$ cat src/logic/bcse_pkg.sv
// Purpose: shared constants for the bus cycle status encoder
// Assumes: status pins are active low; qualifiers are active high codes
// Notes:   cycle kinds are one-hot coded requests from the core
package bcse_pkg;

  // ---------------------------------------------------------------------
  // cycle kinds requested by the core
  // ---------------------------------------------------------------------
  typedef enum logic [2:0] {
    BCSE_KIND_INTA  = 3'h1,   // interrupt acknowledge
    BCSE_KIND_HALT  = 3'h2,   // halt
    BCSE_KIND_SHUT  = 3'h4    // shutdown
  } bcse_kind_t;

  // ---------------------------------------------------------------------
  // encoder states
  // ---------------------------------------------------------------------
  typedef enum logic [2:0] {
    BCSE_ST_IDLE   = 3'h1,    // no status cycle
    BCSE_ST_STATUS = 3'h2,    // send_status_state
    BCSE_ST_HOLD   = 3'h4     // bus hold acknowledge, pins released
  } bcse_state_t;

  // ---------------------------------------------------------------------
  // pin codes {cod_int, m_io, hi_n, lo_n}
  // ---------------------------------------------------------------------
  localparam logic [3:0] BCSE_CODE_INTA = 4'h0;  // all low
  localparam logic [3:0] BCSE_CODE_NONE = 4'h3;  // no status cycle
  localparam logic [3:0] BCSE_CODE_HALT = 4'h4;  // m_io high, pins low
  localparam logic [1:0] BCSE_STAT_IDLE = 2'h3;  // both status pins high
  localparam logic [3:0] BCSE_RESET_CODE = 4'h3; // value after reset
  localparam logic       BCSE_ADDR1_HALT = 1'b1; // address_bit_one halt
  localparam logic       BCSE_ADDR1_SHUT = 1'b0; // address_bit_one shutdown

endpackage

$ cat src/logic/bcse_pin_drv.sv
// Purpose: four-signal driver for one active-low status pin
// Assumes: the wire reads high when released (pull-up outside)
// Notes:   output enable high while this module drives the pin
`timescale 1ns/10ps

module bcse_pin_drv (
  input  wire logic release_pin,  // high during bus hold acknowledge
  input  wire logic level_q,      // registered level to present
  output logic      pin_o,        // pin output value
  output logic      pin_oe        // pin output enable
);

  // ---------------------------------------------------------------------
  // drive unless released; released pin floats to logic one
  // ---------------------------------------------------------------------
  assign pin_oe = ~release_pin;
  assign pin_o  = release_pin ? 1'b1 : level_q;

endmodule // bcse_pin_drv

$ cat src/logic/bcse_encoder.sv
// Purpose: encode bus cycle type onto status pins and qualifiers
// Assumes: start request is a one-cycle pulse synchronous to ref_clk
// Notes:   status held one cycle per request, then back to idle code
`timescale 1ns/10ps

module bcse_encoder (
  input  wire logic        ref_clk,            // 10 MHz clock
  input  wire logic        reset,              // sync reset, active high
  input  wire logic        cycle_start,        // pulse: begin a cycle
  input  wire logic [2:0]  cycle_kind,         // one-hot kind of cycle
  input  wire logic        hold_ack,           // bus hold acknowledge
  output logic             cycle_status_hi_n_o,  // status hi pin out
  output logic             cycle_status_hi_n_oe, // status hi pin enable
  output logic             cycle_status_lo_n_o,  // status lo pin out
  output logic             cycle_status_lo_n_oe, // status lo pin enable
  output logic             cod_int_q,          // code-or-interrupt
  output logic             m_io_q,             // memory-or-IO
  output logic             address_bit_one_q,  // halt vs shutdown
  output logic             send_status_state   // status phase active
);

  bcse_pkg::bcse_state_t state_q;
  bcse_pkg::bcse_state_t state_d;
  logic [3:0]            code_q;
  logic                  start_ok;

  // ---------------------------------------------------------------------
  // request decode
  // ---------------------------------------------------------------------
  // only one-hot kinds start a cycle; anything else is dropped so no
  // undefined code can reach the pins
  function automatic logic kind_legal(input logic [2:0] k);
    kind_legal = (k == bcse_pkg::BCSE_KIND_INTA) ||
                 (k == bcse_pkg::BCSE_KIND_HALT) ||
                 (k == bcse_pkg::BCSE_KIND_SHUT);
  endfunction

  assign start_ok = cycle_start & kind_legal(cycle_kind) & ~hold_ack;

  // ---------------------------------------------------------------------
  // state machine
  // ---------------------------------------------------------------------
  always_comb begin
    state_d = state_q;
    unique case (state_q)
      bcse_pkg::BCSE_ST_IDLE: begin
        if (hold_ack) begin
          state_d = bcse_pkg::BCSE_ST_HOLD;
        end else if (start_ok) begin
          state_d = bcse_pkg::BCSE_ST_STATUS;
        end
      end
      bcse_pkg::BCSE_ST_STATUS: begin
        // status lasts a single clock unless a new request arrives, then the code returns to none
        if (hold_ack) begin
          state_d = bcse_pkg::BCSE_ST_HOLD;
        end else if (start_ok) begin
          state_d = bcse_pkg::BCSE_ST_STATUS;
        end else begin
          state_d = bcse_pkg::BCSE_ST_IDLE;
        end
      end
      bcse_pkg::BCSE_ST_HOLD: begin
        if (!hold_ack) begin
          state_d = bcse_pkg::BCSE_ST_IDLE;
        end
      end
      default: state_d = bcse_pkg::BCSE_ST_IDLE;
    endcase
  end

  always_ff @(posedge ref_clk) begin
    if (reset) begin
      state_q <= bcse_pkg::BCSE_ST_IDLE;
    end else begin
      state_q <= state_d;
    end
  end

  // ---------------------------------------------------------------------
  // code register {cod_int, m_io, hi_n, lo_n}
  // ---------------------------------------------------------------------
  // only the three legal codes are ever loaded, so the reserved pair
  // with a single low status pin cannot appear
  always_ff @(posedge ref_clk) begin
    if (reset) begin
      code_q <= bcse_pkg::BCSE_RESET_CODE;
    end else if (state_d == bcse_pkg::BCSE_ST_STATUS && start_ok) begin
      if (cycle_kind == bcse_pkg::BCSE_KIND_INTA) begin
        code_q <= bcse_pkg::BCSE_CODE_INTA;
      end else begin
        code_q <= bcse_pkg::BCSE_CODE_HALT;
      end
    end else begin
      code_q <= bcse_pkg::BCSE_CODE_NONE;
    end
  end

  // halt/shutdown discriminator on address_bit_one
  always_ff @(posedge ref_clk) begin
    if (reset) begin
      address_bit_one_q <= bcse_pkg::BCSE_ADDR1_SHUT;
    end else if (start_ok &&
                 cycle_kind == bcse_pkg::BCSE_KIND_HALT) begin
      address_bit_one_q <= bcse_pkg::BCSE_ADDR1_HALT;
    end else if (start_ok &&
                 cycle_kind == bcse_pkg::BCSE_KIND_SHUT) begin
      address_bit_one_q <= bcse_pkg::BCSE_ADDR1_SHUT;
    end
  end

  // ---------------------------------------------------------------------
  // outputs
  // ---------------------------------------------------------------------
  assign cod_int_q = code_q[3];
  assign m_io_q    = code_q[2];
  // status phase is exactly when a status pin is driven low
  assign send_status_state = (state_q == bcse_pkg::BCSE_ST_STATUS);

  // pins released while hold is granted
  bcse_pin_drv u_hi (
    .release_pin (state_q == bcse_pkg::BCSE_ST_HOLD),
    .level_q     (code_q[1]),
    .pin_o       (cycle_status_hi_n_o),
    .pin_oe      (cycle_status_hi_n_oe)
  );

  bcse_pin_drv u_lo (
    .release_pin (state_q == bcse_pkg::BCSE_ST_HOLD),
    .level_q     (code_q[0]),
    .pin_o       (cycle_status_lo_n_o),
    .pin_oe      (cycle_status_lo_n_oe)
  );

  // ---------------------------------------------------------------------
  // checks
  // ---------------------------------------------------------------------
  chk_status_low_tie: assert property (
    @(posedge ref_clk) disable iff (reset)
    send_status_state == (!cycle_status_hi_n_o || !cycle_status_lo_n_o))
    else $error("send status state does not match status pins");

  chk_hold_release: assert property (
    @(posedge ref_clk) disable iff (reset)
    $past(hold_ack) && hold_ack |-> !cycle_status_hi_n_oe &&
      !cycle_status_lo_n_oe && cycle_status_hi_n_o && cycle_status_lo_n_o)
    else $error("status pins driven during hold acknowledge");

  chk_inta_code: assert property (
    @(posedge ref_clk) disable iff (reset)
    start_ok && cycle_kind == bcse_pkg::BCSE_KIND_INTA |=> !cod_int_q &&
      !m_io_q && !cycle_status_hi_n_o && !cycle_status_lo_n_o)
    else $error("interrupt acknowledge code wrong");

  chk_idle_none: assert property (
    @(posedge ref_clk) disable iff (reset)
    !$past(start_ok) && !hold_ack && !$past(hold_ack) |->
      cycle_status_hi_n_o && cycle_status_lo_n_o && !send_status_state)
    else $error("status shown without a request");

  chk_halt_addr: assert property (
    @(posedge ref_clk) disable iff (reset)
    start_ok && cycle_kind == bcse_pkg::BCSE_KIND_HALT |=>
      address_bit_one_q && m_io_q && !cod_int_q &&
      !cycle_status_hi_n_o && !cycle_status_lo_n_o)
    else $error("halt not flagged on address bit one");

  chk_shut_addr: assert property (
    @(posedge ref_clk) disable iff (reset)
    start_ok && cycle_kind == bcse_pkg::BCSE_KIND_SHUT |=>
      !address_bit_one_q && send_status_state)
    else $error("shutdown not flagged on address bit one");

  chk_no_reserved: assert property (
    @(posedge ref_clk) disable iff (reset)
    !cod_int_q && !m_io_q && cycle_status_hi_n_oe &&
      cycle_status_lo_n_oe |->
      !(cycle_status_hi_n_o ^ cycle_status_lo_n_o))
    else $error("reserved status code emitted");

  chk_status_one: assert property (
    @(posedge ref_clk) disable iff (reset)
    send_status_state && !start_ok && !hold_ack |=> !send_status_state)
    else $error("status phase longer than one cycle");

  chk_hold_entry: assert property (
    @(posedge ref_clk) disable iff (reset)
    hold_ack |=> !cycle_status_hi_n_oe && !cycle_status_lo_n_oe &&
      cycle_status_hi_n_o && cycle_status_lo_n_o)
    else $error("status pins not released on hold acknowledge");

  chk_unhold_drive: assert property (
    @(posedge ref_clk) disable iff (reset)
    !hold_ack |=> cycle_status_hi_n_oe && cycle_status_lo_n_oe)
    else $error("status pins not driven after hold ends");

  chk_none_after: assert property (
    @(posedge ref_clk) disable iff (reset)
    send_status_state && !start_ok |=> cycle_status_hi_n_o &&
      cycle_status_lo_n_o && !cod_int_q && !m_io_q)
    else $error("none code not shown after status clock");

  chk_addr_stands: assert property (
    @(posedge ref_clk) disable iff (reset)
    !(start_ok && (cycle_kind == bcse_pkg::BCSE_KIND_HALT ||
      cycle_kind == bcse_pkg::BCSE_KIND_SHUT)) |=>
      $stable(address_bit_one_q))
    else $error("address bit one changed without a request");

  chk_illegal_kind: assert property (
    @(posedge ref_clk) disable iff (reset)
    cycle_start && !kind_legal(cycle_kind) && !hold_ack |=>
      !send_status_state)
    else $error("status shown for an illegal kind");

endmodule // bcse_encoder

$ cat config.mk
export PLATFORM = sky130hd
export DESIGN_NAME = bcse_encoder
export DESIGN_NICKNAME = d
export VERILOG_FILES = /design/src/logic/bcse_pkg.sv /design/src/logic/bcse_pin_drv.sv /design/src/logic/bcse_encoder.sv
export SDC_FILE = /design/constraint.sdc
export NUM_CORES = 1
export LEC_CHECK = 0
export BUFFER_PORTS_ARGS = -buffer_cell sky130_fd_sc_hd__buf_2
export CORE_AREA = 5 5 42 44
export DETAILED_ROUTE_END_ITERATION = 6
export DIE_AREA = 0 0 47 49
export PLACE_DENSITY = 0.55
export RECOVER_POWER = 100
export SETUP_SLACK_MARGIN = 0.2
export SYNTH_ARGS = -nofsm -noshare
export SYNTH_HDL_FRONTEND = slang
export SYNTH_SLANG_ARGS = --single-unit
$ cat constraint.sdc
create_clock -name ref_clk -period 1.6 [get_ports ref_clk]
set_input_delay 0.24 -clock ref_clk [delete_from_list [all_inputs] [get_ports ref_clk]]
set_output_delay 0.24 -clock ref_clk [all_outputs]
set_load 0.02 [all_outputs]
Word-level counts from Yosys, hierarchy flattened:

Index checks and enable logic that the tools add are counted.

* flip-flop bits (word level): 8
* input bits: 7
* output and inout port bits: 8
* word-level logic and storage cells: 33

* equality and inequality tests: 7
* muxes and demuxes: 11
* bitwise logic cells: 5
* reduce and logical (&&, ||, !) cells: 7

Operators with widths (number)
* $mux W3: 5
* $eq A3 B2 Y1 const B: 3
* $pmux W3 S3: 1
* $eq A3 B1 Y1 const B: 2
* $eq A3 B3 Y1 const B: 2
* $mux W1: 4
* $logic_and A1 B1 Y1: 3
* $not A1 Y1: 3
* $and A1 B1 Y1: 2
* $logic_or A1 B1 Y1: 2
* $mux W2: 1
* $reduce_bool A2 Y1: 1
* $reduce_or A2 Y1: 1

Longest topological paths before layout:

* depth after elaboration: 12
* mapped depth: 4
* depth with buffers taken out: 3

Hierarchy:

Synthesis repeated with hierarchy kept, for this count alone.

* cells, all modules: 34
* area total of the unflattened synthesis: 302.8 sq um

By module, submodules not included
* bcse_encoder: instances 1, cells an instance 30, area an instance 282.8 sq um, sequential area each 120.1 sq um
* bcse_pin_drv: instances 2, cells an instance 2, area an instance 10.0 sq um, sequential area each 0.0 sq um

Worst setup path before layout:

OpenSTA, ideal clock, no wires.

* path type: reg2reg
* start point: register state_q[1]
* end point: register state_q[0]
* setup time: 0.123 ns
* data arrival time: 1.371 ns
* required time: 1.477 ns
* path slack: 0.106 ns
* cell stages (with the launch flop): 4
* path buffers: 0
* period minus slack after synthesis: 1.494 ns
* cell sequence: dfxtp_1 > nor3b_1 > a21oi_1 > o32a_2

* longest elaborated chain between the ends: 2
* elaborated cells between the ends (all ways): 4
* classes of those cells: 3 x eq/ne; 1 x mux

Ends and longest elaborated chain
* from (decl): RTL line bcse_encoder.sv:22 `bcse_pkg::bcse_state_t state_q;`
* from (signal assigned): RTL line bcse_encoder.sv:74 `state_q <= bcse_pkg::BCSE_ST_IDLE;`
* from (signal assigned): RTL line bcse_encoder.sv:76 `state_q <= state_d;`
* $eq A3 B2 Y1
* via send_status_state: RTL line bcse_encoder.sv:19 `output logic send_status_state`
* $pmux W3 S3: RTL line bcse_encoder.sv:45 `unique case (state_q)`

The timed path passes the listed nets, and every way through them passes these cells.
A chain may end at the register's enable or synchronous reset.

Final worst setup path:

* start point: register state_q[2]
* end point: output port cycle_status_lo_n_o

* longest elaborated chain between the ends: 2

Ends and longest elaborated chain
* $eq A3 B3 Y1: RTL line bcse_encoder.sv:129 `.release_pin (state_q == bcse_pkg::BCSE_ST_HOLD),`
* $mux W1: RTL line bcse_pin_drv.sv:17 `assign pin_o = release_pin ? 1'b1 : level_q;`
* to (decl): RTL line bcse_encoder.sv:14 `output logic cycle_status_lo_n_o,`

Every way passes these cells.

==> insert_results.sql <==
INSERT INTO impl_metrics (metric_group, metric, value, unit) VALUES
('sta', 'setup_repair_after_global_routing_missed_its_margin', 'false', ''),
('synthesis', 'synthesis.instances', '35', ''),
('setup_path', 'timing.critical_path.required', '1.36', 'ns'),
('sta', 'post-route-period-util', '0.861', ''),
('clock_tree', 'cts_root_buffer', 'clkbuf_4', ''),
('grt', 'global_route_wire_length_before_repair', '952', 'um'),
('drt', '1st_pass_router_iterations', '3', ''),
('placement', 'place.detailed.instances', '61', ''),
('clock_tree', 'cts_sink_cnt', '6', ''),
('drt', 'drt-wirelength-per-cell', '9.73', 'um'),
('power', 'post-layout-total-power', '371', 'uW'),
('sta', 'skew', '0.00484', 'ns'),
('synthesis', 'synth-seq-area-share', '0.397', ''),
('power', 'power_leakage', '0.145', 'nW'),
('synthesis', 'syn_nets', '42', ''),
('sta', 'hold_viol', '0', ''),
('synthesis', 'synth_cell_types', '19', ''),
('synthesis', 'synth.area.top_cells', 'dfxtp_1 (40%), xor2_1 (8.7%), buf_4 (7.4%)', ''),
('power', 'power_density', '970', 'mW/mm^2'),
('setup_path', 'worst_ep_arrival_time', '1.14', 'ns'),
('synthesis', 'synth.ff_latch_count', '6', ''),
('floorplan', 'die_area', '0.00230', 'mm^2'),
('power', 'p_int', '271', 'uW'),
('synthesis', 'ys_async_rst_share', '0', ''),
('setup_path', 'maximum_fanout_encountered_on_the_critical_timing_path', '4', ''),
('floorplan', 'row_count', '14', ''),
('cells_and_area', 'stdcell_count', '64', ''),
('clock_tree', 'maximum_level_of_the_cts_h_tree', '1', ''),
('cells_and_area', 'insertedDiodeCount', '0', ''),
('setup_path', 'category_of_the_worst_setup_path_capture_point', 'output port', ''),
('run_status', 'outcome', 'complete, no violations', ''),
('grt', 'number_of_global_route_vias_before_repair', '237', ''),
('synthesis', 'most_common_cell_in_the_synthesized_netlist', 'dfxtp_1', ''),
('setup_path', 'worstSetupStartpointType', 'flip-flop', ''),
('power', 'net_sw_frac', '0.271', ''),
('cells_and_area', 'layout-area-overhead-vs-synth', '26.4', '%'),
('placement', 'finalWeightedCongestion', '0.636', ''),
('floorplan', 'dieHeight', '49', 'um'),
('cells_and_area', 'post-route-util', '0.273', ''),
('run', 'max_cap_violations', '0', ''),
('floorplan', 'initial_utilization', '0.216', ''),
('cells_and_area', 'multiInputGateArea', '154', 'um^2'),
('power', 'seq_power_share', '0.454', ''),
('power', 'power.ir.vdd_worst', '0.340', 'mV'),
('clock_tree', 'clock_latency', '0.25', 'ns'),
('floorplan', 'pin_count', '15', ''),
('sta', 'fin_hold_ws', '0.204', 'ns'),
('floorplan', 'coreArea', '0.00140', 'mm^2'),
('synthesis', 'post_synth_edffs', '0', ''),
('drt', 'drt_first_iter_violations', '2', ''),
('drt', 'drt-vias-per-instance', '4.27', ''),
('hold_path', 'min-delay-path-class', 'in -> reg', ''),
('cells_and_area', 'area.sequential', '120', 'um^2'),
('synthesis', 'syn_area_per_cell', '8.65', 'um^2'),
('sta', 'slew_violations', '0', ''),
('floorplan', 'die_w', '47', 'um'),
('grt', 'grt_start_max_net_pins', '7', ''),
('setup_path', 'worstSetupPathType', 'reg -> out', ''),
('synthesis', 'ys_dominant_reg_cell', 'dfxtp_1', ''),
('sta', 'min_period', '1.38', 'ns'),
('sta', 'clock.fmax', '726', 'MHz'),
('clock_tree', 'clk_pin_slew_worst_paths', '0.04', 'ns'),
('synthesis', 'yosys.area.top_type', 'dfxtp_1', ''),
('clock_tree', 'tritoncts', 'built', ''),
('power', 'netSwitchingPower', '101', 'uW'),
('clock_tree', 'cts-root-to-sink-buffers', '2', ''),
('drt', 'detail_route.drc_violations', '0', ''),
('drt', 'overall_via_count_from_detail_route', '273', ''),
('synthesis', 'synth_common_cells', 'dfxtp_1 (6), buf_4 (3), inv_1 (3), o21ai_0 (3), xor2_1 (3)', ''),
('synthesis', 'area_share_of_the_largest_cell_type_after_synthesis', '0.397', ''),
('clock_tree', 'cts.repair.resized', '0', '');
logic make-up after synthesis:
family | Yosys count | share of synthesized area
compound gates | 6 | 0.120
xor+xnor | 4 | 0.116
buf+inv | 6 | 0.112
flops | 6 | 0.397
other cells | 1 | 0.0124
simple gates | 12 | 0.244
layout make-up:
type	count	share of cell area
multi-input cells	23	0.402
flip-flops and latches	6	0.314
repair buffers	13	0.144
clock buffers	3	0.0588
well taps	16	0.0523
inverters	3	0.0294
through the flow:
stage / setup WS, ns / cell area [um^2]
after CTS: 0.292 / 393
final: 0.222 / 383
after floorplan: 0.272 / 308
after global routing: 0.163 / 383
after global placement: 0.443 / 370
after detailed placement: 0.423 / 370
power groups by stage:
stage	Combinational, mW	Clock, mW	Sequential [mW]
floorplan	0.0443	0	0.172
global placement	0.0653	0	0.171
detailed placement	0.0661	0	0.171
CTS	0.0663	0.146	0.169
global route	0.0712	0.153	0.169
finish	0.0635	0.139	0.169
worst paths after layout:
kind,start,end,slack [ns],cells past startpoint
worst max-delay path,state_q[2],cycle_status_lo_n_o,0.22,3
worst min-delay path,reset,address_bit_one_q,0.20,2
worst max register to register,state_q[0],code_q[1],0.43,3
worst min register to register,address_bit_one_q,address_bit_one_q,0.46,2
per-layer routing:
layer | global-route usage | share of wire | vias to the layer above
met4 | 0.0553 | 0.037 | 0
li1 | - | - | 144
met3 | 0.0701 | 0.16 | 5
met1 | 0.0508 | 0.34 | 113
met5 | 0 | 0 | -
met2 | 0.0882 | 0.46 | 11
layout by cell type, fill, tap and decap left out, types with 2 or more instances in the layout:
cell	n
xor2_1	3
o21ai_0	3
nand3_1	2
buf_2	5
clkbuf_1	8
inv_1	3
nor3_1	2
clkbuf_4	3
a21oi_1	2
dfxtp_1	6
critical path, stage by stage (launching register included):
cell and delay [ns]:
dfxtp_1 0.39, nand3_1 0.15, nand2b_1 0.12, clkbuf_1 0.23
state kept, by name, indices dropped and copies added, names as in the netlist:
register	flops
state_q	3
code_q	2
address_bit_one_q	1
No activity file was read; power rests on OpenSTA's default activity.
